===== config.mk =====
export PLATFORM = sky130hd
export DESIGN_NAME = garc_relay_ctrl
export DESIGN_NICKNAME = d
export VERILOG_FILES = /design/src/garc_pkg.sv /design/src/garc_debounce.sv /design/src/garc_relay_ctrl.sv
export SDC_FILE = /design/constraint.sdc
export NUM_CORES = 1
export LEC_CHECK = 0
export ABC_AREA = 0
export BUFFER_PORTS_ARGS = -buffer_cell sky130_fd_sc_hd__buf_2
export CAP_MARGIN = 10
export CORE_AREA = 4 4 98 100
export DETAILED_ROUTE_END_ITERATION = 8
export DIE_AREA = 0 0 102 104
export HOLD_SLACK_MARGIN = 0.12
export PLACE_DENSITY = 0.71
export SYNTH_ARGS = -nofsm -noshare
export SYNTH_HDL_FRONTEND = slang
export SYNTH_SLANG_ARGS = --single-unit

===== constraint.sdc =====
create_clock -name pclk -period 1.9 [get_ports pclk]
set_input_delay 0.38 -clock pclk [delete_from_list [all_inputs] [get_ports pclk]]
set_output_delay 0.38 -clock pclk [all_outputs]
set_load 0.005 [all_outputs]

===== src/garc_pkg.sv =====
// package: register map, field layout and timing for the relay control block
package garc_pkg;

  localparam int unsigned CLK_HZ        = 25_000_000;
  localparam int unsigned DEBOUNCE_MS   = 20;
  localparam int unsigned DEBOUNCE_CYC  = CLK_HZ / 1000 * DEBOUNCE_MS;

  localparam logic [7:0] OFS_CTRL       = 8'h00;
  localparam logic [7:0] OFS_STATUS     = 8'h04;
  localparam logic [7:0] OFS_IRQ_STAT   = 8'h08;
  localparam logic [7:0] OFS_IRQ_MASK   = 8'h0C;

  // control register fields
  localparam int unsigned CTRL_SW_CFG   = 0;
  localparam int unsigned CTRL_LATCH    = 1;
  localparam int unsigned CTRL_NC       = 2;
  localparam int unsigned CTRL_COF      = 3;
  localparam int unsigned CTRL_CLEAR    = 4;
  localparam int unsigned CTRL_W        = 4;
  localparam logic [CTRL_W-1:0] CTRL_RST = 4'h0;

  // status register fields
  localparam int unsigned ST_LOW_ALM    = 0;
  localparam int unsigned ST_HIGH_ALM   = 1;
  localparam int unsigned ST_FAULT      = 2;
  localparam int unsigned ST_LOW_K      = 3;
  localparam int unsigned ST_HIGH_K     = 4;
  localparam int unsigned ST_FAULT_K    = 5;
  localparam int unsigned ST_LATCH      = 6;
  localparam int unsigned ST_NC         = 7;
  localparam int unsigned ST_COF        = 8;
  localparam int unsigned ST_MAG        = 9;
  localparam int unsigned ST_GAS        = 12;
  localparam int unsigned ST_W          = 15;

  // interrupt event bits
  localparam int unsigned EV_LOW        = 0;
  localparam int unsigned EV_HIGH       = 1;
  localparam int unsigned EV_FAULT      = 2;
  localparam int unsigned EV_CLEAR      = 3;
  localparam int unsigned EV_W          = 4;
  localparam logic [EV_W-1:0] EV_RST    = 4'h0;

  // synchronised pin bundle
  typedef struct packed {
    logic       low_trip;
    logic       high_trip;
    logic       fault_in;
    logic       alarm_nc_sel;
    logic       fault_open_sel;
    logic       fault_closed_sel;
    logic       low_latch_sw;
    logic [2:0] gas_sel;
    logic       fixed_factory_jumper;
  } garc_pins_s;

  typedef struct packed {
    logic        pready;
    logic        pslverr;
    logic [31:0] prdata;
  } garc_apb_rsp_s;

  typedef struct packed {
    logic low;
    logic high;
    logic fault;
  } garc_relay_s;

endpackage : garc_pkg


===== src/garc_debounce.sv =====
// debouncer: two-stage synchroniser, stable-time filter, press pulse
module garc_debounce
  import garc_pkg::*;
#(
  parameter int unsigned STABLE_CYC = DEBOUNCE_CYC
)(
  input  wire logic pclk,
  input  wire logic presetn,
  input  wire logic raw_in,
  output logic      level,
  output logic      press
);

  localparam int unsigned CW = $clog2(STABLE_CYC + 1);

  initial
  begin
    if (STABLE_CYC < 1)
      $error("garc_debounce: STABLE_CYC must be at least 1");
  end

  typedef struct packed {
    logic          meta;
    logic          sync;
    logic          level;
    logic          press;
    logic [CW-1:0] cnt;
  } garc_db_s;

  garc_db_s q;
  garc_db_s next_q;

  always_comb
  begin
    next_q       = q;
    next_q.meta  = raw_in;
    next_q.sync  = q.meta;
    next_q.press = 1'b0;
    if (q.sync == q.level)
      next_q.cnt = '0;
    else if (q.cnt == CW'(STABLE_CYC - 1))
    begin
      next_q.cnt   = '0;
      next_q.level = q.sync;
      next_q.press = q.sync;
    end
    else
      next_q.cnt = q.cnt + CW'(1);
  end

  always_ff @(posedge pclk or negedge presetn)
  begin
    if (!presetn)
      q <= '0;
    else
      q <= next_q;
  end

  assign level = q.level;
  assign press = q.press;

endmodule // garc_debounce


===== src/garc_relay_ctrl.sv =====
// gas alarm and fault relay control with apb register access
// Function
// normally-open alarm contact: open without alarm, closed on alarm
// normally-closed alarm contact: closed without alarm, open on alarm
// after reset alarm contacts default to normally open
// open-on-fault: fault contact closed when healthy, open on any fault
// closed-on-fault: fault contact closed on fault, open otherwise
// fault contact defaults to open-on-fault without explicit selection
// separate low and high stages each drive own relay at setpoint
// switch four down selects non-latching, up selects latching low alarm
// low alarm defaults to non-latching
// non-latching low alarm drops when gas falls below low setpoint
// latching low alarm holds after gas falls until operator clears
// magnetic switch activation clears a latched low alarm
// high alarm always latches, no setting changes that
// high alarm holds after gas falls until operator clears
// magnetic switch activation clears a latched high alarm
// operator leaves target gas switches one to three untouched
// magnetic input synchronised and debounced; clear only below setpoint
// settings sampled continuously; polarity applied after alarm logic
//
// Design decisions made here: the APB interface to the registers and the register offsets.
module garc_relay_ctrl
  import garc_pkg::*;
#(
  parameter int unsigned DEBOUNCE_CYCLES = DEBOUNCE_CYC
)(
  input  wire logic        pclk,
  input  wire logic        presetn,
  input  wire logic        psel,
  input  wire logic        penable,
  input  wire logic        pwrite,
  input  wire logic [7:0]  paddr,
  input  wire logic [31:0] pwdata,
  output logic             pready,
  output logic             pslverr,
  output logic [31:0]      prdata,
  input  wire logic        low_trip,
  input  wire logic        high_trip,
  input  wire logic        fault_in,
  input  wire logic        alarm_nc_sel,
  input  wire logic        fault_open_sel,
  input  wire logic        fault_closed_sel,
  input  wire logic        low_latch_sw,
  input  wire logic [2:0]  gas_sel,
  input  wire logic        fixed_factory_jumper,
  input  wire logic        magnetic_switch_input,
  output logic             relay_low,
  output logic             relay_high,
  output logic             relay_fault,
  output logic             irq
);

  initial
  begin
    if (DEBOUNCE_CYCLES < 1)
      $error("garc_relay_ctrl: DEBOUNCE_CYCLES must be at least 1");
  end

  typedef struct packed {
    garc_pins_s          meta;
    garc_pins_s          pins;
    logic [CTRL_W-1:0]   ctrl;
    logic                clr_req;
    logic                low_alm;
    logic                high_alm;
    logic                fault;
    logic [EV_W-1:0]     irq_stat;
    logic [EV_W-1:0]     irq_mask;
    garc_relay_s         relay;
    garc_apb_rsp_s       apb;
    logic                irq;
  } garc_state_s;

  garc_state_s q;
  garc_state_s next_q;

  logic mag_level;
  logic mag_press;

  // magnetic key fob input: the debouncer owns its synchroniser
  garc_debounce #(
    .STABLE_CYC (DEBOUNCE_CYCLES)
  ) u_mag (
    .pclk    (pclk),
    .presetn (presetn),
    .raw_in  (magnetic_switch_input),
    .level   (mag_level),
    .press   (mag_press)
  );

  garc_pins_s pins_raw;

  always_comb
  begin
    pins_raw.low_trip             = low_trip;
    pins_raw.high_trip            = high_trip;
    pins_raw.fault_in             = fault_in;
    pins_raw.alarm_nc_sel         = alarm_nc_sel;
    pins_raw.fault_open_sel       = fault_open_sel;
    pins_raw.fault_closed_sel     = fault_closed_sel;
    pins_raw.low_latch_sw         = low_latch_sw;
    pins_raw.gas_sel              = gas_sel;
    pins_raw.fixed_factory_jumper = fixed_factory_jumper;
  end

  // effective configuration, either straps or software override
  logic       cfg_latch;
  logic       cfg_nc;
  logic       cfg_cof;
  logic       jumper_cof;
  logic       jumper_bad;

  always_comb
  begin
    // only a lone closed-on-fault jumper selects the inverted sense;
    // a missing or doubled jumper keeps the safe open-on-fault sense
    jumper_cof = q.pins.fault_closed_sel & ~q.pins.fault_open_sel;
    jumper_bad = ~(q.pins.fault_closed_sel ^ q.pins.fault_open_sel);
    if (q.ctrl[CTRL_SW_CFG])
    begin
      cfg_latch = q.ctrl[CTRL_LATCH];
      cfg_nc    = q.ctrl[CTRL_NC];
      cfg_cof   = q.ctrl[CTRL_COF];
    end
    else
    begin
      cfg_latch = q.pins.low_latch_sw;
      cfg_nc    = q.pins.alarm_nc_sel;
      cfg_cof   = jumper_cof;
    end
  end

  // apb decode
  logic        setup;
  logic        wr_acc;
  logic        mapped;
  logic [31:0] rd_mux;
  logic [ST_W-1:0] status;

  always_comb
  begin
    setup  = psel & ~penable;
    wr_acc = psel & penable & pready & pwrite;
    mapped = (paddr == OFS_CTRL) || (paddr == OFS_STATUS) ||
             (paddr == OFS_IRQ_STAT) || (paddr == OFS_IRQ_MASK);
    status                  = '0;
    status[ST_LOW_ALM]      = q.low_alm;
    status[ST_HIGH_ALM]     = q.high_alm;
    status[ST_FAULT]        = q.fault;
    status[ST_LOW_K]        = q.relay.low;
    status[ST_HIGH_K]       = q.relay.high;
    status[ST_FAULT_K]      = q.relay.fault;
    status[ST_LATCH]        = cfg_latch;
    status[ST_NC]           = cfg_nc;
    status[ST_COF]          = cfg_cof;
    status[ST_MAG]          = mag_level;
    status[ST_GAS +: 3]     = q.pins.gas_sel;
    case (paddr)
      OFS_CTRL:     rd_mux = {28'h0000000, q.ctrl};
      OFS_STATUS:   rd_mux = {17'h00000, status};
      OFS_IRQ_STAT: rd_mux = {28'h0000000, q.irq_stat};
      OFS_IRQ_MASK: rd_mux = {28'h0000000, q.irq_mask};
      default:      rd_mux = 32'h00000000;
    endcase
  end

  // alarm and fault state, before any contact sense is applied
  logic            clear_any;
  logic            next_low;
  logic            next_high;
  logic            next_fault;
  logic [EV_W-1:0] ev;
  logic [EV_W-1:0] w1c;

  always_comb
  begin
    clear_any = mag_press | q.clr_req;
    // a latched stage only clears once gas is below its setpoint
    if (q.pins.low_trip)
      next_low = 1'b1;
    else if (!cfg_latch)
      next_low = 1'b0;
    else if (clear_any)
      next_low = 1'b0;
    else
      next_low = q.low_alm;
    if (q.pins.high_trip)
      next_high = 1'b1;
    else if (clear_any)
      next_high = 1'b0;
    else
      next_high = q.high_alm;
    next_fault = q.pins.fault_in | ~q.pins.fixed_factory_jumper |
                 (jumper_bad & ~q.ctrl[CTRL_SW_CFG]);
    ev           = '0;
    ev[EV_LOW]   = next_low & ~q.low_alm;
    ev[EV_HIGH]  = next_high & ~q.high_alm;
    ev[EV_FAULT] = next_fault & ~q.fault;
    // only a stage that really drops counts; a clear under gas is no event
    ev[EV_CLEAR] = clear_any & ((q.low_alm & ~next_low) |
                                (q.high_alm & ~next_high));
    w1c = '0;
    if (wr_acc && paddr == OFS_IRQ_STAT)
      w1c = pwdata[EV_W-1:0];
  end

  always_comb
  begin
    next_q      = q;
    next_q.meta = pins_raw;
    next_q.pins = q.meta;
    // clear request is a self-clearing strobe
    next_q.clr_req = 1'b0;
    if (wr_acc && paddr == OFS_CTRL)
    begin
      next_q.ctrl    = pwdata[CTRL_W-1:0];
      next_q.clr_req = pwdata[CTRL_CLEAR];
    end
    if (wr_acc && paddr == OFS_IRQ_MASK)
      next_q.irq_mask = pwdata[EV_W-1:0];
    next_q.low_alm  = next_low;
    next_q.high_alm = next_high;
    next_q.fault    = next_fault;
    // a new event in the clear cycle wins over the clear
    next_q.irq_stat = (q.irq_stat & ~w1c) | ev;
    next_q.irq      = |(next_q.irq_stat & next_q.irq_mask);
    // contact sense applied after the state logic; 1 means closed
    next_q.relay.low   = q.low_alm ^ cfg_nc;
    next_q.relay.high  = q.high_alm ^ cfg_nc;
    next_q.relay.fault = q.fault ~^ cfg_cof;
    // one wait-free access cycle: pready rises in the first access cycle
    next_q.apb.pready  = setup;
    next_q.apb.pslverr = setup & ~mapped;
    next_q.apb.prdata  = (setup && !pwrite) ? rd_mux : 32'h00000000;
  end

  always_ff @(posedge pclk or negedge presetn)
  begin
    if (!presetn)
    begin
      q                    <= '0;
      q.ctrl               <= CTRL_RST;
      q.irq_stat           <= EV_RST;
      q.irq_mask           <= EV_RST;
      // healthy, normally-open reset state: alarm open, fault closed
      q.relay.fault        <= 1'b1;
      q.meta.fixed_factory_jumper <= 1'b1;
      q.pins.fixed_factory_jumper <= 1'b1;
      // straps start at the factory fitting so release shows no false fault
      q.meta.fault_open_sel       <= 1'b1;
      q.pins.fault_open_sel       <= 1'b1;
    end
    else
      q <= next_q;
  end

  assign pready      = q.apb.pready;
  assign pslverr     = q.apb.pslverr;
  assign prdata      = q.apb.prdata;
  assign relay_low   = q.relay.low;
  assign relay_high  = q.relay.high;
  assign relay_fault = q.relay.fault;
  assign irq         = q.irq;

endmodule // garc_relay_ctrl


== Word level (Yosys, flattened, before mapping) ==
Cells that the tools add are included.
Widths: inputs -> output; s select.
Cells by class
  bitwise gates (word level): 37
  reductions and logical operators: 11
  equality and inequality tests: 5
  muxes and demuxes: 17
  add/sub/neg operators: 1
Operator list (number)
  $pmux 15 s4: 1
  $mux 19: 2
  $mux 32: 1
  $add 19x1->19 const B: 1
  $eq 19x19->1 const B: 1
  $eq 8x4->1 const B: 2
  $and 1x1->1: 13
  $not 1->1: 12
  $mux 1: 11
  $and 4x4->4: 2
  $eq 8x3->1 const B: 1
  $logic_not 8->1: 1
  $mux 4: 2
  $logic_and 1x1->1: 4
  $not 4->4: 1
  $or 1x1->1: 4
  $or 4x4->4: 1
  $reduce_or 4->1: 1
  $logic_or 1x1->1: 3
  $xor 1x1->1: 3
  $reduce_and 2->1: 1
  $eq 1x1->1: 1
  $logic_not 1->1: 1
  $xnor 1x1->1: 1
Word-level totals
  flip-flop bits (word level): 99
  output and inout port bits: 38
  bits of input ports: 57
  logic and storage cells: 108

== Logic depth before layout (Yosys ltp) ==
  word-level depth: 11
  mapped depth: 7
  depth with buffers taken out: 6

== Cells and area by module ==
Synthesis repeated with hierarchy kept, for this count alone.
Second synthesis, totals
  cells, all modules: 288
  area total of the unflattened synthesis: 3438.3 um^2
By module, submodules not included
  garc_relay_ctrl: seq. area each 1432.6 um^2, area an instance 2319.7 um^2, times used 1, cells each 178
  garc_debounce: seq. area each 575.6 um^2, area an instance 1118.6 um^2, times used 1, cells each 110

== Worst setup path after synthesis ==
Ideal clock, no wire load.
  path type: input to register
  start point: input paddr[3]
  end point: register q, in the netlist irq
  stages on the path: 6
  path buffers: 1
  arrival time: 1.683 ns
  data required time: 1.771 ns
  path slack: 0.089 ns
  library setup time: 0.129 ns
  cell sequence: buf_2 > and2_1 > nand4_2 > mux2_4 > o21a_1 > a2111o_1
RTL lines
  start: declaration: RTL line garc_relay_ctrl.sv:33  | input wire logic [7:0] paddr,
  end signal: assignment: RTL line garc_relay_ctrl.sv:255  | q <= next_q;
  end: declaration: RTL line garc_relay_ctrl.sv:75  | garc_state_s q;

==> results.py <==
metrics = {
    "run_status": {
        "outcome": "finished, final reports clean",
    },
    "worst_setup_path": {
        "path_cells": "inv_1 > ha_4 > nand2b_4 > nand3b_1 > a22o_1 > a2111o_1",
        "start_kind": "flip-flop",
        "cp_data_required_time_ns": 2.12,
        "worst-path-max-fanout": 2,
        "cpPeakStageDelay_ns": 0.53,
        "critPathCaptureType": "flip-flop",
        "cp_slowest_cell": "dfstp_2",
        "crit_arrival_ns": 2.00,
        "critical_path_class": "reg2reg",
    },
    "placed_design": {
        "dp_hpwl_um": 4252,
        "dpl_cell_area_mm2": 0.003618,
        "io_buffer_count": 48,
        "place_congestion": 0.7997,
        "pre_cts_ws_ns": -0.1678,
    },
    "synth": {
        "yosysMostFrequentCell": "dfrtp_1",
        "yosys.area_share.adder_pct": 0.7488,
        "ys_seq_area_share_pct": 60.09,
        "netlist.area_leader.share_pct": 56.16,
        "yosys.area_share.simple_pct": 17.00,
        "async_flop_share_pct": 100.0,
        "netlist_instances": 278,
        "ys_warn_count": 0,
        "synthMuxAreaShare_pct": 5.391,
        "yosysTopAreaCell": "dfrtp_1",
        "syn_avg_cell_area_um2": 12.02,
        "syn_area_mm2": 0.003342,
        "synth_cell_types": 42,
        "yosys_register_bits": 80,
        "synth_common_cells": "dfrtp_1 (75), buf_4 (32), nor2_1 (31), nand2_1 (24), xor2_1 (11)",
        "synth_compound_area_share_pct": 2.471,
        "synthFlopType": "dfrtp_1",
        "synth-edff-count": 0,
        "synthTopCellsByArea": "dfrtp_1 (56%), buf_4 (7.2%), dfstp_2 (3.9%)",
        "synth_xor_area_share_pct": 5.504,
        "synth_top_family_by_area": "simple AND/OR/NAND/NOR gates",
    },
    "route": {
        "dr.first_iter.drc_count": 78,
        "dr_total_vias": 2053,
        "routed_wl_um": 5813,
        "drc": 0,
        "first_pass_iters": 4,
        "wl_per_cell_um": 13.03,
        "antenna_left": 0,
        "vias_per_cell": 4.603,
    },
    "global_routing": {
        "grt_overflow_total": 0,
        "grt_max_degree": 37,
        "antenna_found_initial": 1,
        "grt_pass1_vias": 2112,
        "grt_pass1_wl_um": 9798,
        "track_usage_pct": 11.54,
    },
    "layout": {
        "final_nets": 392,
        "antennaDiodeCount": 0,
        "fillers": 798,
        "design_area_mm2": 0.003938,
        "syn_to_final_growth_pct": 17.82,
        "layout-drive-gt1-share_pct": 29.88,
    },
    "floorplanning": {
        "start_util_pct": 38.51,
        "die_h_um": 104,
        "core-area_mm2": 0.008678,
        "num_rows": 34,
        "die_area_mm2": 0.01061,
        "pin_count": 95,
        "die_x_um": 102,
    },
    "power": {
        "clkPwrFrac_pct": 43.9,
        "p_sw_share_pct": 21.97,
        "combPwrFrac_pct": 5.3,
        "vdd_drop_max_mv": 0.3670,
        "powerDensity_mw_per_mm2": 886.6,
        "p_leak_nw": 1.923,
        "p_int_w": 0.002724,
        "p_switching_w": 0.0007669,
        "seq_power_share_pct": 50.7,
    },
    "cts": {
        "clk_pin_slew_ns": 0.09,
        "cts_setup_buffers": 0,
        "root_buffer": "clkbuf_8",
        "clock_path_buffers": 2,
        "clk_latency_ns": 0.34,
        "cts_buffers": 9,
        "cts_tree": "done",
        "h-tree-depth": 3,
        "cts.sinks": 80,
    },
    "sta": {
        "max_freq_mhz": 559.8,
        "rsz0062_at_grt": "no",
        "finalHoldViolCount": 0,
        "setup_viol": 0,
        "drv_slew": 0,
        "period_share_pct": 94.02,
        "finalCriticalPeriod_ns": 1.786,
        "fin_ws_ns": 0.1136,
        "fin_worst_skew_ns": 0.007936,
    },
    "worst_hold_path": {
        "hold_path_class": "in2reg",
    },
    "run": {
        "cap_violations": 0,
    },
}
-- power by group through the flow --
stage	logic [W]	clock network [W]	registers (W)
after floorplan	0.000103	0	0.00180
after global placement	0.000172	0	0.00180
after detailed placement	0.000177	0	0.00180
after CTS	0.000182	0.00157	0.00177
after global routing	0.000213	0.00165	0.00178
final	0.000186	0.00153	0.00177
-- flip-flops by register name, indices dropped and copies added (netlist names), 11 cells and up --
signal	flops
next_q	11
q	27
u_mag.q	20
prdata	13
-- kinds of logic after synthesis --
| logic type | Yosys count |
|---|---|
| buffers and inverters | 44 |
| and+or+nand+nor | 107 |
| adders and majority gates | 2 |
| xor gates and xnor gates | 21 |
| DFF | 80 |
| AOI/OAI and AO/OA | 11 |
| muxes | 12 |
| other | 1 |
-- layout make-up --
cell class | instances | area [um^2] | area share (%)
tap | 108 | 135.1 | 3.432
sequential | 80 | 2008 | 51.00
multi-input combinational | 172 | 1139 | 28.92
timing repair buffer | 63 | 377.9 | 9.596
clock inverter | 7 | 127.6 | 3.241
inverter | 7 | 26.28 | 0.6673
clock buffer | 9 | 123.9 | 3.146
-- metrics by stage --
step / std cells / TNS (ns) / total power, W / util (%) / hold slack [ns]
2_1_floorplan: 296 / 0 / 0.001904 / - / 0.08441
3_5_place_dp: 426 / -0.6744 / 0.001981 / 41.70 / 0.3347
3_3_place_gp: 426 / -0.3769 / 0.001976 / 41.70 / 0.3356
4_1_cts: 445 / 0 / 0.003527 / 44.94 / 0.1234
5_1_grt: 446 / 0 / 0.003643 / 45.37 / 0.1252
6_report: 446 / 0 / 0.003491 / 45.37 / 0.1388
-- per-layer routing --
layer	routed length (um)	track usage, %
met1	2542	15.09
met2	2795	18.20
met3	399	2.951
met4	62	4.499
met5	12	0
-- cells in the final DEF, fill, tap and decap left out, types with 2 or more instances in the layout --
| master | synthesis | routed |
|---|---|---|
| nor2_1 | 31 | 31 |
| a21boi_0 | 3 | 3 |
| clkbuf_8 | 0 | 9 |
| conb_1 | 1 | 19 |
| buf_2 | 4 | 47 |
| nor2b_1 | 5 | 5 |
| and4_1 | 2 | 2 |
| clkinv_4 | 0 | 2 |
| inv_1 | 7 | 7 |
| buf_4 | 32 | 11 |
| bufinv_16 | 0 | 3 |
| o21a_1 | 3 | 3 |
| mux2_2 | 4 | 4 |
| mux2i_1 | 3 | 3 |
| nor4_1 | 3 | 3 |
| nand3_1 | 9 | 9 |
| dfrtp_1 | 75 | 75 |
| xor2_1 | 11 | 11 |
| nand4_1 | 3 | 3 |
| mux4_2 | 4 | 4 |
| dlygate4sd3_1 | 0 | 4 |
| dfstp_2 | 5 | 5 |
| or2_2 | 4 | 3 |
| nor3_1 | 3 | 2 |
| and2_1 | 8 | 8 |
| xnor2_1 | 10 | 10 |
| and3_1 | 4 | 4 |
| nand2_1 | 24 | 24 |
-- path summary, 6_finish.rpt --
path / start / end / slack (ns) / depth (start not counted)
setup / recovery: q[60] / irq / 0.11 / 6
hold / removal: gas_sel[0] / next_q[55] / 0.14 / 1
setup reg to reg: q[60] / irq / 0.11 / 6
hold reg to reg: next_q[61] / q[61] / 0.35 / 0
max in group asynchronous: presetn / relay_fault / 0.77 / 3
min in group asynchronous: presetn / next_q[58] / 0.53 / 2
-- critical path: cells and delay by family (launching register included) --
family / cells / cell delay [ns]
simple gates: 2 / 0.19
fa+ha+maj: 1 / 0.22
compound gates: 2 / 0.67
flops: 1 / 0.53
buf+inv: 1 / 0.05
-- repair_timing --
action / 4_1_cts / 5_1_grt
hold endpoints to repair: 33 / 1
hold buffers: 3 / 1
endpoints found under the setup margin: 0 / 19
resized for setup: 0 / 4
No activity file was read; power rests on OpenSTA's default activity.
